`src/pkg/irq_resolver_pkg.sv`:
```
// shared constants for the interrupt priority resolver
package irq_resolver_pkg;
    // polling positions: index 0 is nmi, then 1..14 in polling order
    localparam int NUM_SRC = 15;
    localparam int SRC_W = 4;
    localparam int LVL_W = 2;
    localparam int POS_NMI = 0;
    localparam int POS_EXT0 = 1;
    localparam int POS_TIMER0 = 2;
    localparam int POS_EXT1 = 3;
    localparam int POS_TIMER1 = 4;
    localparam int POS_UART = 5;
    localparam int POS_T2CAP_CAN_LIN = 6;
    localparam int POS_ADC_CAN = 7;
    localparam int POS_SYNC_SERIAL = 8;
    localparam int POS_EXT2_GROUP = 9;
    localparam int POS_EXT3_6_CAN = 10;
    localparam int POS_CCU_NODE0 = 11;
    localparam int POS_CCU_NODE3 = 14;
    localparam logic [3:0] NO_SRC = 4'hF;
    // state encoding for the grant sequencer
    typedef enum logic [1:0] {
        ST_IDLE = 2'b00,
        ST_SERVICE = 2'b01
    } resolver_state_t;
endpackage

```
`src/hw/priority_pick.sv`:
```
// combinational pick of the winning source by level then polling order
`timescale 1ns/1ps
module priority_pick #(
    parameter int NUM_SRC = 15,
    parameter int SRC_W = 4,
    parameter int LVL_W = 2
) (
    input wire logic [NUM_SRC-1:0] req,
    input wire logic [NUM_SRC*LVL_W-1:0] level,
    output logic found,
    output logic [SRC_W-1:0] win_idx,
    output logic [LVL_W-1:0] win_lvl
);
    initial begin
        if (NUM_SRC > (1 << SRC_W) - 1) begin
            $error("priority_pick: index width too small");
        end
    end

    // chain from last polling position back to first, so earlier position wins ties
    logic [NUM_SRC:0] f_c;
    logic [SRC_W-1:0] i_c [NUM_SRC+1];
    logic [LVL_W-1:0] l_c [NUM_SRC+1];
    assign f_c[NUM_SRC] = 1'b0;
    assign i_c[NUM_SRC] = '0;
    assign l_c[NUM_SRC] = '0;

    genvar g;
    generate
        for (g = 0; g < NUM_SRC; g++) begin : g_chain
            wire [LVL_W-1:0] lv = level[g*LVL_W +: LVL_W];
            // higher level wins; equal level goes to the earlier position
            wire take = req[g] && (!f_c[g+1] || lv >= l_c[g+1]); // see R02
            assign f_c[g] = f_c[g+1] | req[g];
            assign i_c[g] = take ? SRC_W'(g) : i_c[g+1];
            assign l_c[g] = take ? lv : l_c[g+1];
        end
    endgenerate

    assign found = f_c[0];
    assign win_idx = i_c[0];
    assign win_lvl = l_c[0];
endmodule // priority_pick

```
`src/hw/interrupt_priority_resolver.sv`:
```
// interrupt priority resolver: level plus polling order, preemption by higher level
// How it works
// preempt service only on strictly higher level
// highest level pending request granted first
// same level ties: earliest polling position wins
// order nmi, ext0, timer0, ext1, timer1, uart
// 6 timer2/can/lin, 7 adc/can, 8 serial
// 9 ext2, timer21, second uart, muldiv, cordic
// 10 ext3-6/can; 11-14 capture node pointers
// levels from config input; grant registered per cycle
`timescale 1ns/1ps
module interrupt_priority_resolver #(
    parameter int NUM_SRC = irq_resolver_pkg::NUM_SRC,
    parameter int LVL_W = irq_resolver_pkg::LVL_W
) (
    input wire logic clk,
    input wire logic arst_n,
    // request lines in polling order, bit 0 nmi up to bit 14 node pointer 3
    input wire logic [NUM_SRC-1:0] irq_req,
    // per-source level, nmi forced to the top level internally
    input wire logic [NUM_SRC*LVL_W-1:0] irq_level,
    input wire logic global_enable,
    // core side
    output logic grant_valid,
    output logic [irq_resolver_pkg::SRC_W-1:0] grant_src,
    output logic [LVL_W-1:0] grant_level,
    output logic preempt,
    input wire logic grant_ack,
    input wire logic service_done,
    output logic [LVL_W-1:0] active_level,
    output logic [LVL_W:0] nest_depth
);
    localparam int SRC_W = irq_resolver_pkg::SRC_W;
    localparam int DEPTH = 1 << LVL_W;

    initial begin
        if (NUM_SRC != irq_resolver_pkg::NUM_SRC) begin
            $error("interrupt_priority_resolver: source count fixed by polling table");
        end
        if (LVL_W < 1) begin
            $error("interrupt_priority_resolver: level width must be at least 1");
        end
        if (SRC_W < $clog2(NUM_SRC + 1)) begin
            $error("interrupt_priority_resolver: index width too small for sources");
        end
        if (irq_resolver_pkg::POS_CCU_NODE3 != NUM_SRC - 1) begin
            $error("interrupt_priority_resolver: polling table does not end at last source");
        end
    end

    // nmi always carries the top level; others come from configuration
    logic [NUM_SRC*LVL_W-1:0] eff_level;
    assign eff_level = {irq_level[NUM_SRC*LVL_W-1:LVL_W], {LVL_W{1'b1}}}; // see R08

    // request lines named by polling position
    wire req_nmi = irq_req[irq_resolver_pkg::POS_NMI];
    wire req_ext0 = irq_req[irq_resolver_pkg::POS_EXT0];
    wire req_timer0 = irq_req[irq_resolver_pkg::POS_TIMER0];
    wire req_ext1 = irq_req[irq_resolver_pkg::POS_EXT1];
    wire req_timer1 = irq_req[irq_resolver_pkg::POS_TIMER1];
    wire req_uart = irq_req[irq_resolver_pkg::POS_UART];
    wire req_timer2_group = irq_req[irq_resolver_pkg::POS_T2CAP_CAN_LIN];
    wire req_adc_group = irq_req[irq_resolver_pkg::POS_ADC_CAN];
    wire req_serial = irq_req[irq_resolver_pkg::POS_SYNC_SERIAL];
    wire req_ext2_group = irq_req[irq_resolver_pkg::POS_EXT2_GROUP];
    wire req_ext3_group = irq_req[irq_resolver_pkg::POS_EXT3_6_CAN];
    wire [3:0] req_node = irq_req[irq_resolver_pkg::POS_CCU_NODE3:irq_resolver_pkg::POS_CCU_NODE0];

    // requests packed back in polling order, earliest position in bit 0
    logic [NUM_SRC-1:0] ordered_req;
    assign ordered_req = {req_node, req_ext3_group, req_ext2_group, req_serial, req_adc_group,
        req_timer2_group, req_uart, req_timer1, req_ext1, req_timer0, req_ext0, req_nmi};

    // nmi ignores the global enable
    logic [NUM_SRC-1:0] live_req;
    assign live_req = {ordered_req[NUM_SRC-1:1] & {(NUM_SRC-1){global_enable}}, ordered_req[0]};

    logic found;
    logic [SRC_W-1:0] win_idx;
    logic [LVL_W-1:0] win_lvl;
    // index equals polling position, so tables R04 to R07 map straight to bits
    priority_pick #(
        .NUM_SRC(NUM_SRC),
        .SRC_W(SRC_W),
        .LVL_W(LVL_W)
    ) priority_pick_i (
        .req(live_req),
        .level(eff_level),
        .found(found),
        .win_idx(win_idx),
        .win_lvl(win_lvl)
    ); // see R04 see R05 see R06

    // stack of levels in service; one entry per level is enough as each push is higher
    logic [LVL_W-1:0] stack_r [DEPTH];
    logic [LVL_W:0] depth_r;
    logic [LVL_W:0] depth_nxt;
    logic in_service;
    logic [LVL_W-1:0] cur_lvl;
    irq_resolver_pkg::resolver_state_t state_r;
    irq_resolver_pkg::resolver_state_t state_nxt;
    logic [LVL_W-1:0] top_idx;
    assign in_service = (state_r == irq_resolver_pkg::ST_SERVICE);
    assign top_idx = depth_r[LVL_W-1:0] - LVL_W'(1);
    assign cur_lvl = in_service ? stack_r[top_idx] : '0;

    // idle: any request; busy: only strictly higher level may go through
    logic eligible;
    assign eligible = found && (!in_service || win_lvl > cur_lvl);

    logic accept;
    logic done_ok;
    assign accept = grant_valid && grant_ack;
    assign done_ok = service_done && in_service;

    always_comb begin
        depth_nxt = depth_r;
        if (done_ok && !accept) begin
            depth_nxt = depth_r - (LVL_W+1)'(1);
        end else if (accept && !done_ok) begin
            depth_nxt = depth_r + (LVL_W+1)'(1);
        end
    end

    logic [LVL_W:0] push_slot;
    assign push_slot = done_ok ? depth_r - (LVL_W+1)'(1) : depth_r;

    always_ff @(posedge clk or negedge arst_n) begin
        if (!arst_n) begin
            depth_r <= '0;
        end else begin
            depth_r <= depth_nxt;
        end
    end

    // service state follows whether any level is still on the stack
    always_comb begin
        state_nxt = state_r;
        case (state_r)
            irq_resolver_pkg::ST_IDLE: begin
                if (depth_nxt != '0) begin
                    state_nxt = irq_resolver_pkg::ST_SERVICE;
                end
            end
            irq_resolver_pkg::ST_SERVICE: begin
                if (depth_nxt == '0) begin
                    state_nxt = irq_resolver_pkg::ST_IDLE;
                end
            end
            default: begin
                state_nxt = irq_resolver_pkg::ST_IDLE;
            end
        endcase
    end

    always_ff @(posedge clk or negedge arst_n) begin
        if (!arst_n) begin
            state_r <= irq_resolver_pkg::ST_IDLE;
        end else begin
            state_r <= state_nxt;
        end
    end

    genvar s;
    generate
        for (s = 0; s < DEPTH; s++) begin : g_stack
            always_ff @(posedge clk or negedge arst_n) begin
                if (!arst_n) begin
                    stack_r[s] <= '0;
                end else if (accept && push_slot == (LVL_W+1)'(s)) begin
                    stack_r[s] <= grant_level;
                end
            end
        end
    endgenerate

    // offer registered once per cycle; withdrawn on accept to avoid double grant
    logic gv_nxt;
    assign gv_nxt = eligible && !accept && !done_ok;

    // offer strobe
    always_ff @(posedge clk or negedge arst_n) begin
        if (!arst_n) begin
            grant_valid <= 1'b0;
        end else begin
            grant_valid <= gv_nxt;
        end
    end

    // winner index, held while no offer stands
    always_ff @(posedge clk or negedge arst_n) begin
        if (!arst_n) begin
            grant_src <= irq_resolver_pkg::NO_SRC;
        end else if (gv_nxt) begin
            grant_src <= win_idx; // see R02
        end
    end

    // winner level, pushed on the stack at accept
    always_ff @(posedge clk or negedge arst_n) begin
        if (!arst_n) begin
            grant_level <= '0;
        end else if (gv_nxt) begin
            grant_level <= win_lvl;
        end
    end

    // offer would nest inside a running service
    always_ff @(posedge clk or negedge arst_n) begin
        if (!arst_n) begin
            preempt <= 1'b0;
        end else if (gv_nxt) begin
            preempt <= in_service;
        end
    end

    assign active_level = cur_lvl;
    assign nest_depth = depth_r;
endmodule // interrupt_priority_resolver

```
`config.mk`:
```
export PLATFORM = sky130hd
export DESIGN_NAME = interrupt_priority_resolver
export DESIGN_NICKNAME = d
export VERILOG_FILES = /design/src/pkg/irq_resolver_pkg.sv /design/src/hw/priority_pick.sv /design/src/hw/interrupt_priority_resolver.sv
export SDC_FILE = /design/constraint.sdc
export NUM_CORES = 1
export LEC_CHECK = 0
export BUFFER_PORTS_ARGS = -buffer_cell sky130_fd_sc_hd__buf_2
export CAP_MARGIN = 20
export CORE_ASPECT_RATIO = 0.5
export CORE_UTILIZATION = 50
export CTS_BUF_LIST = sky130_fd_sc_hd__clkbuf_4 sky130_fd_sc_hd__clkbuf_8
export CTS_CLUSTER_DIAMETER = 60
export CTS_CLUSTER_SIZE = 20
export DETAILED_ROUTE_END_ITERATION = 8
export GPL_TIMING_DRIVEN = 0
export PLACE_DENSITY_LB_ADDON = 0.05
export SLEW_MARGIN = 40
export SYNTH_ARGS = -nofsm -noshare
export SYNTH_HDL_FRONTEND = slang
export SYNTH_SLANG_ARGS = --single-unit
```
`constraint.sdc`:
```
create_clock -name clk -period 9.26 [get_ports clk]
set_clock_uncertainty 0.15 [all_clocks]
set_input_delay 1.389 -clock clk [delete_from_list [all_inputs] [get_ports clk]]
set_output_delay 1.389 -clock clk [all_outputs]
set_load 0.03 [all_outputs]
```
==> flow_summary.yaml <==
setup_path:
  end_kind: "flop"
  critPathLaunchType: "primary input"
  path_common_cell: "nand2b_4"
  regToRegSetupSlack_ps: 5700
  critPathKind: "primary input to flop"
  crit_required_ps: 9320
  cp_slowest_cell: "mux2_4"
  critPathLaunch: "global_enable"
  max_stage_delay_ps: 330
  crit_arrival_ps: 19000
  cp_max_fo: 6
  r2r_start: "nest_depth[0]$_DFF_PN0_"
placement:
  placed_area_sq_mm: 0.00325
  gp_congestion: 0.917
  dp.final_hpwl_um: 5450
  numPortBuffers: 60
  dp_cells: 454
route:
  drc_errors: 0
  dr.pass1.iters: 7
  ant_nets: 0
  drt-initial-drc-count: 419
  routed_wl_um: 12100
  wl_per_cell_um: 22.7
  vias: 3710
  viasPerCell: 6.99
min_path:
  min_from: "preempt$_DFFE_PN0P_"
  hp-class: "flop to flop"
logic_synthesis:
  netlist_instances: 328
  syn_nets: 398
  synth_ff_type: "dfrtp_1"
  syn_avg_cell_area_sq_um: 7.68
  synth_edf_count: 0
  yosys.area.top_type_share_pct: 15.9
  async_reset_ff_share_pct: 100
  ys_top_cells_by_area: "dfrtp_1, ha_1, nand2_1"
  ys_types: 62
  syn_area_sq_mm: 0.00252
  ys_warn_count: 0
  ys_seq_area_share_pct: 20.1
  yosys.area.top_type: "dfrtp_1"
  ys_seq_elements: 20
global_route:
  grt_overflow: 0
  grt_first_pass_wirelength_um: 13700
  grt_antenna_before_repair: 0
  grt_usage_pct: 33.2
  grt_pass1_vias: 3034
  grt_max_degree: 21
clocking:
  cts.hold.buffers_added: 0
  clock_sinks: 20
  cts_tree: "yes"
  cts-root-buf: "clkbuf_8"
  numCtsBuffers: 3
  clock_tree.buffer_depth: 2
  insertion_delay_ps: 270
  clkSlewWorstSetupHoldPaths_ps: 80
  htreeDepth: 1
status:
  violations: "setup timing"
  status: "complete, but fails checks"
timing:
  final.min_clock_period_ps: 18940
  tightestPinTransition_ps: 1250
  tns_ps: -76710
  maxSlewHeadroom_pct: 15.8
  hold_viol_final: 0
  drv_slew: 0
  timing.final.crit_share_pct: 205
  timing.fmax_ghz: 0.0528
  finalSetupViolCount: 8
  setup_ws_ps: -9680
  rsz0062_at_grt: "true"
floorplan:
  ios: 63
  die_x_um: 102
  die-height_um: 52.2
  start_util_pct: 54.6
  coreArea_sq_mm: 0.00462
  rows: 17
  die_area_sq_mm: 0.00534
power_and_ir_drop:
  pwr_density_cell_mw_per_mm2: 203
  peakVddDrop_v: 0.000171
  seqPwrFrac_pct: 20.1
  leakagePower_nw: 1.90
  power.net_switching_w: 0.000395
  cellInternalPower_w: 0.000456
  p_sw_share_pct: 46.4
  combPwrFrac_pct: 69.5
  clkPwrFrac_pct: 10.4
final_layout:
  finalNonFillerCells: 531
  n_fill_cell: 175
  finalNetCount: 536
  antenna_cells: 0
  drive_gt1_share_pct: 52.9
  final_area_sq_mm: 0.00419
  final_util_pct: 90.8
  area_growth_pct: 66.4
run:
  cap_violations: 0
==> per-stage QoR <==
stage | power, W | setup slack, ps | hold slack, ps
finish | 0.000850 | -9680 | 354
global route | 0.000890 | -10320 | 384
CTS | 0.000736 | -8430 | 339
detailed placement | 0.000591 | -10210 | 324
global placement | 0.000574 | -9820 | 308
floorplan | 0.000485 | -8290 | 324
==> cells by family after synthesis <==
kind of cell / share of synthesized area [%]
flip-flops: 20.1
multiplexers: 6.36
buffers and inverters: 5.32
XOR/XNOR: 1.04
AND/OR/NAND/NOR: 24.6
AO/OA/AOI/OAI: 31.9
adder cells (fa/ha/maj): 10.7
==> state kept, by name, indices dropped and copies added, names as in the netlist <==
register / flops
grant_level: 2
grant_src: 4
grant_valid: 1
nest_depth: 3
preempt: 1
stack_r: 8
state_r: 1
==> layout make-up <==
| cell class | instances | area [sq um] | share of cell area (%) |
|---|---|---|---|
| timing repair buffer | 134 | 873 | 20.8 |
| sequential | 20 | 505 | 12.1 |
| multi-input combinational | 274 | 2450 | 58.4 |
| clock inverter | 1 | 30.0 | 0.716 |
| buffer | 7 | 108 | 2.57 |
| inverter | 26 | 103 | 2.45 |
| tap | 66 | 82.6 | 1.97 |
| clock buffer | 3 | 41.3 | 0.985 |
==> per-layer routing <==
layer | global-route usage (%) | vias to the layer above | routed length (um)
li1 | - | 1510 | -
met1 | 38.2 | 1665 | 4090
met2 | 62.3 | 371 | 5420
met3 | 4.27 | 164 | 1410
met4 | 15.2 | 0 | 1130
met5 | 0 | - | 0
==> power by group through the flow <==
stage                     clock network, W  logic, W  registers (W)
final                            0.0000885  0.000591       0.000171
after detailed placement                 0  0.000422       0.000169
after floorplan                          0  0.000284       0.000200
after global routing             0.0000923  0.000623       0.000175
after global placement                   0  0.000408       0.000166
after CTS                        0.0000883  0.000480       0.000168
==> repair_timing <==
action / CTS / global route
pin swaps: 43 / 27
setup buffers: 49 / 26
gates resized for setup: 22 / 42
hold endpoints to repair: 0 / 0
setup endpoints to repair: 8 / 8
==> critical path, delay by kind of cell <==
kind | cells | cell delay, ps
AOI/OAI and AO/OA | 38 | 6090
and+or+nand+nor | 41 | 5730
adders and majority gates | 16 | 4410
buffers and inverters | 9 | 950
muxes | 1 | 330
==> path summary, 6_finish.rpt <==
kind,cells after the start,end
max,105,grant_src[3]$_DFFE_PN1P_
min,2,preempt$_DFFE_PN0P_
max reg2reg,13,grant_level[1]$_DFFE_PN0P_
min reg2reg,2,preempt$_DFFE_PN0P_
max in group asynchronous,1,grant_src[1]$_DFFE_PN1P_
min in group asynchronous,1,stack_r[5]$_DFFE_PN0P_
==> layout by cell type (no fill, tap or decap), types with 4 or more instances in the layout <==
cell type and count:
o21a_1 5, ha_1 14, buf_4 72, o211ai_1 7
a211oi_2 4, buf_2 60, a21oi_2 6, a31oi_1 5
a211o_1 4, nand2b_4 10, and2_4 4, nand2b_1 5
a21oi_1 10, nor2_1 20, dfrtp_1 16, inv_1 22
ha_4 6, nand2_1 40, o21ai_2 10, o21ai_0 8
mux2_2 9, dfstp_2 4, nand4_1 4, o21ai_1 7
o31ai_1 4
==> synthesized netlist by cell type, types with 3 or more instances <==
| library cell | count |
|---|---|
| a211o_1 | 4 |
| o21a_1 | 5 |
| nand4_1 | 4 |
| dfstp_2 | 4 |
| a21oi_1 | 16 |
| nand2b_1 | 15 |
| a21o_1 | 3 |
| o31a_1 | 3 |
| nand3_1 | 5 |
| nor3_1 | 6 |
| a31oi_1 | 9 |
| a211oi_1 | 7 |
| a2111oi_0 | 3 |
| o31ai_1 | 5 |
| o211ai_1 | 7 |
| o2111ai_1 | 3 |
| and3_1 | 4 |
| nor2_1 | 21 |
| mux2_2 | 10 |
| o311ai_0 | 4 |
| ha_1 | 20 |
| and2_1 | 7 |
| clkbuf_1 | 5 |
| inv_1 | 26 |
| dfrtp_1 | 16 |
| nand2_1 | 43 |
| nor2b_1 | 7 |
| o21ai_1 | 5 |
| o21ai_0 | 21 |
Note: power is estimated with default switching activity, not from simulation.
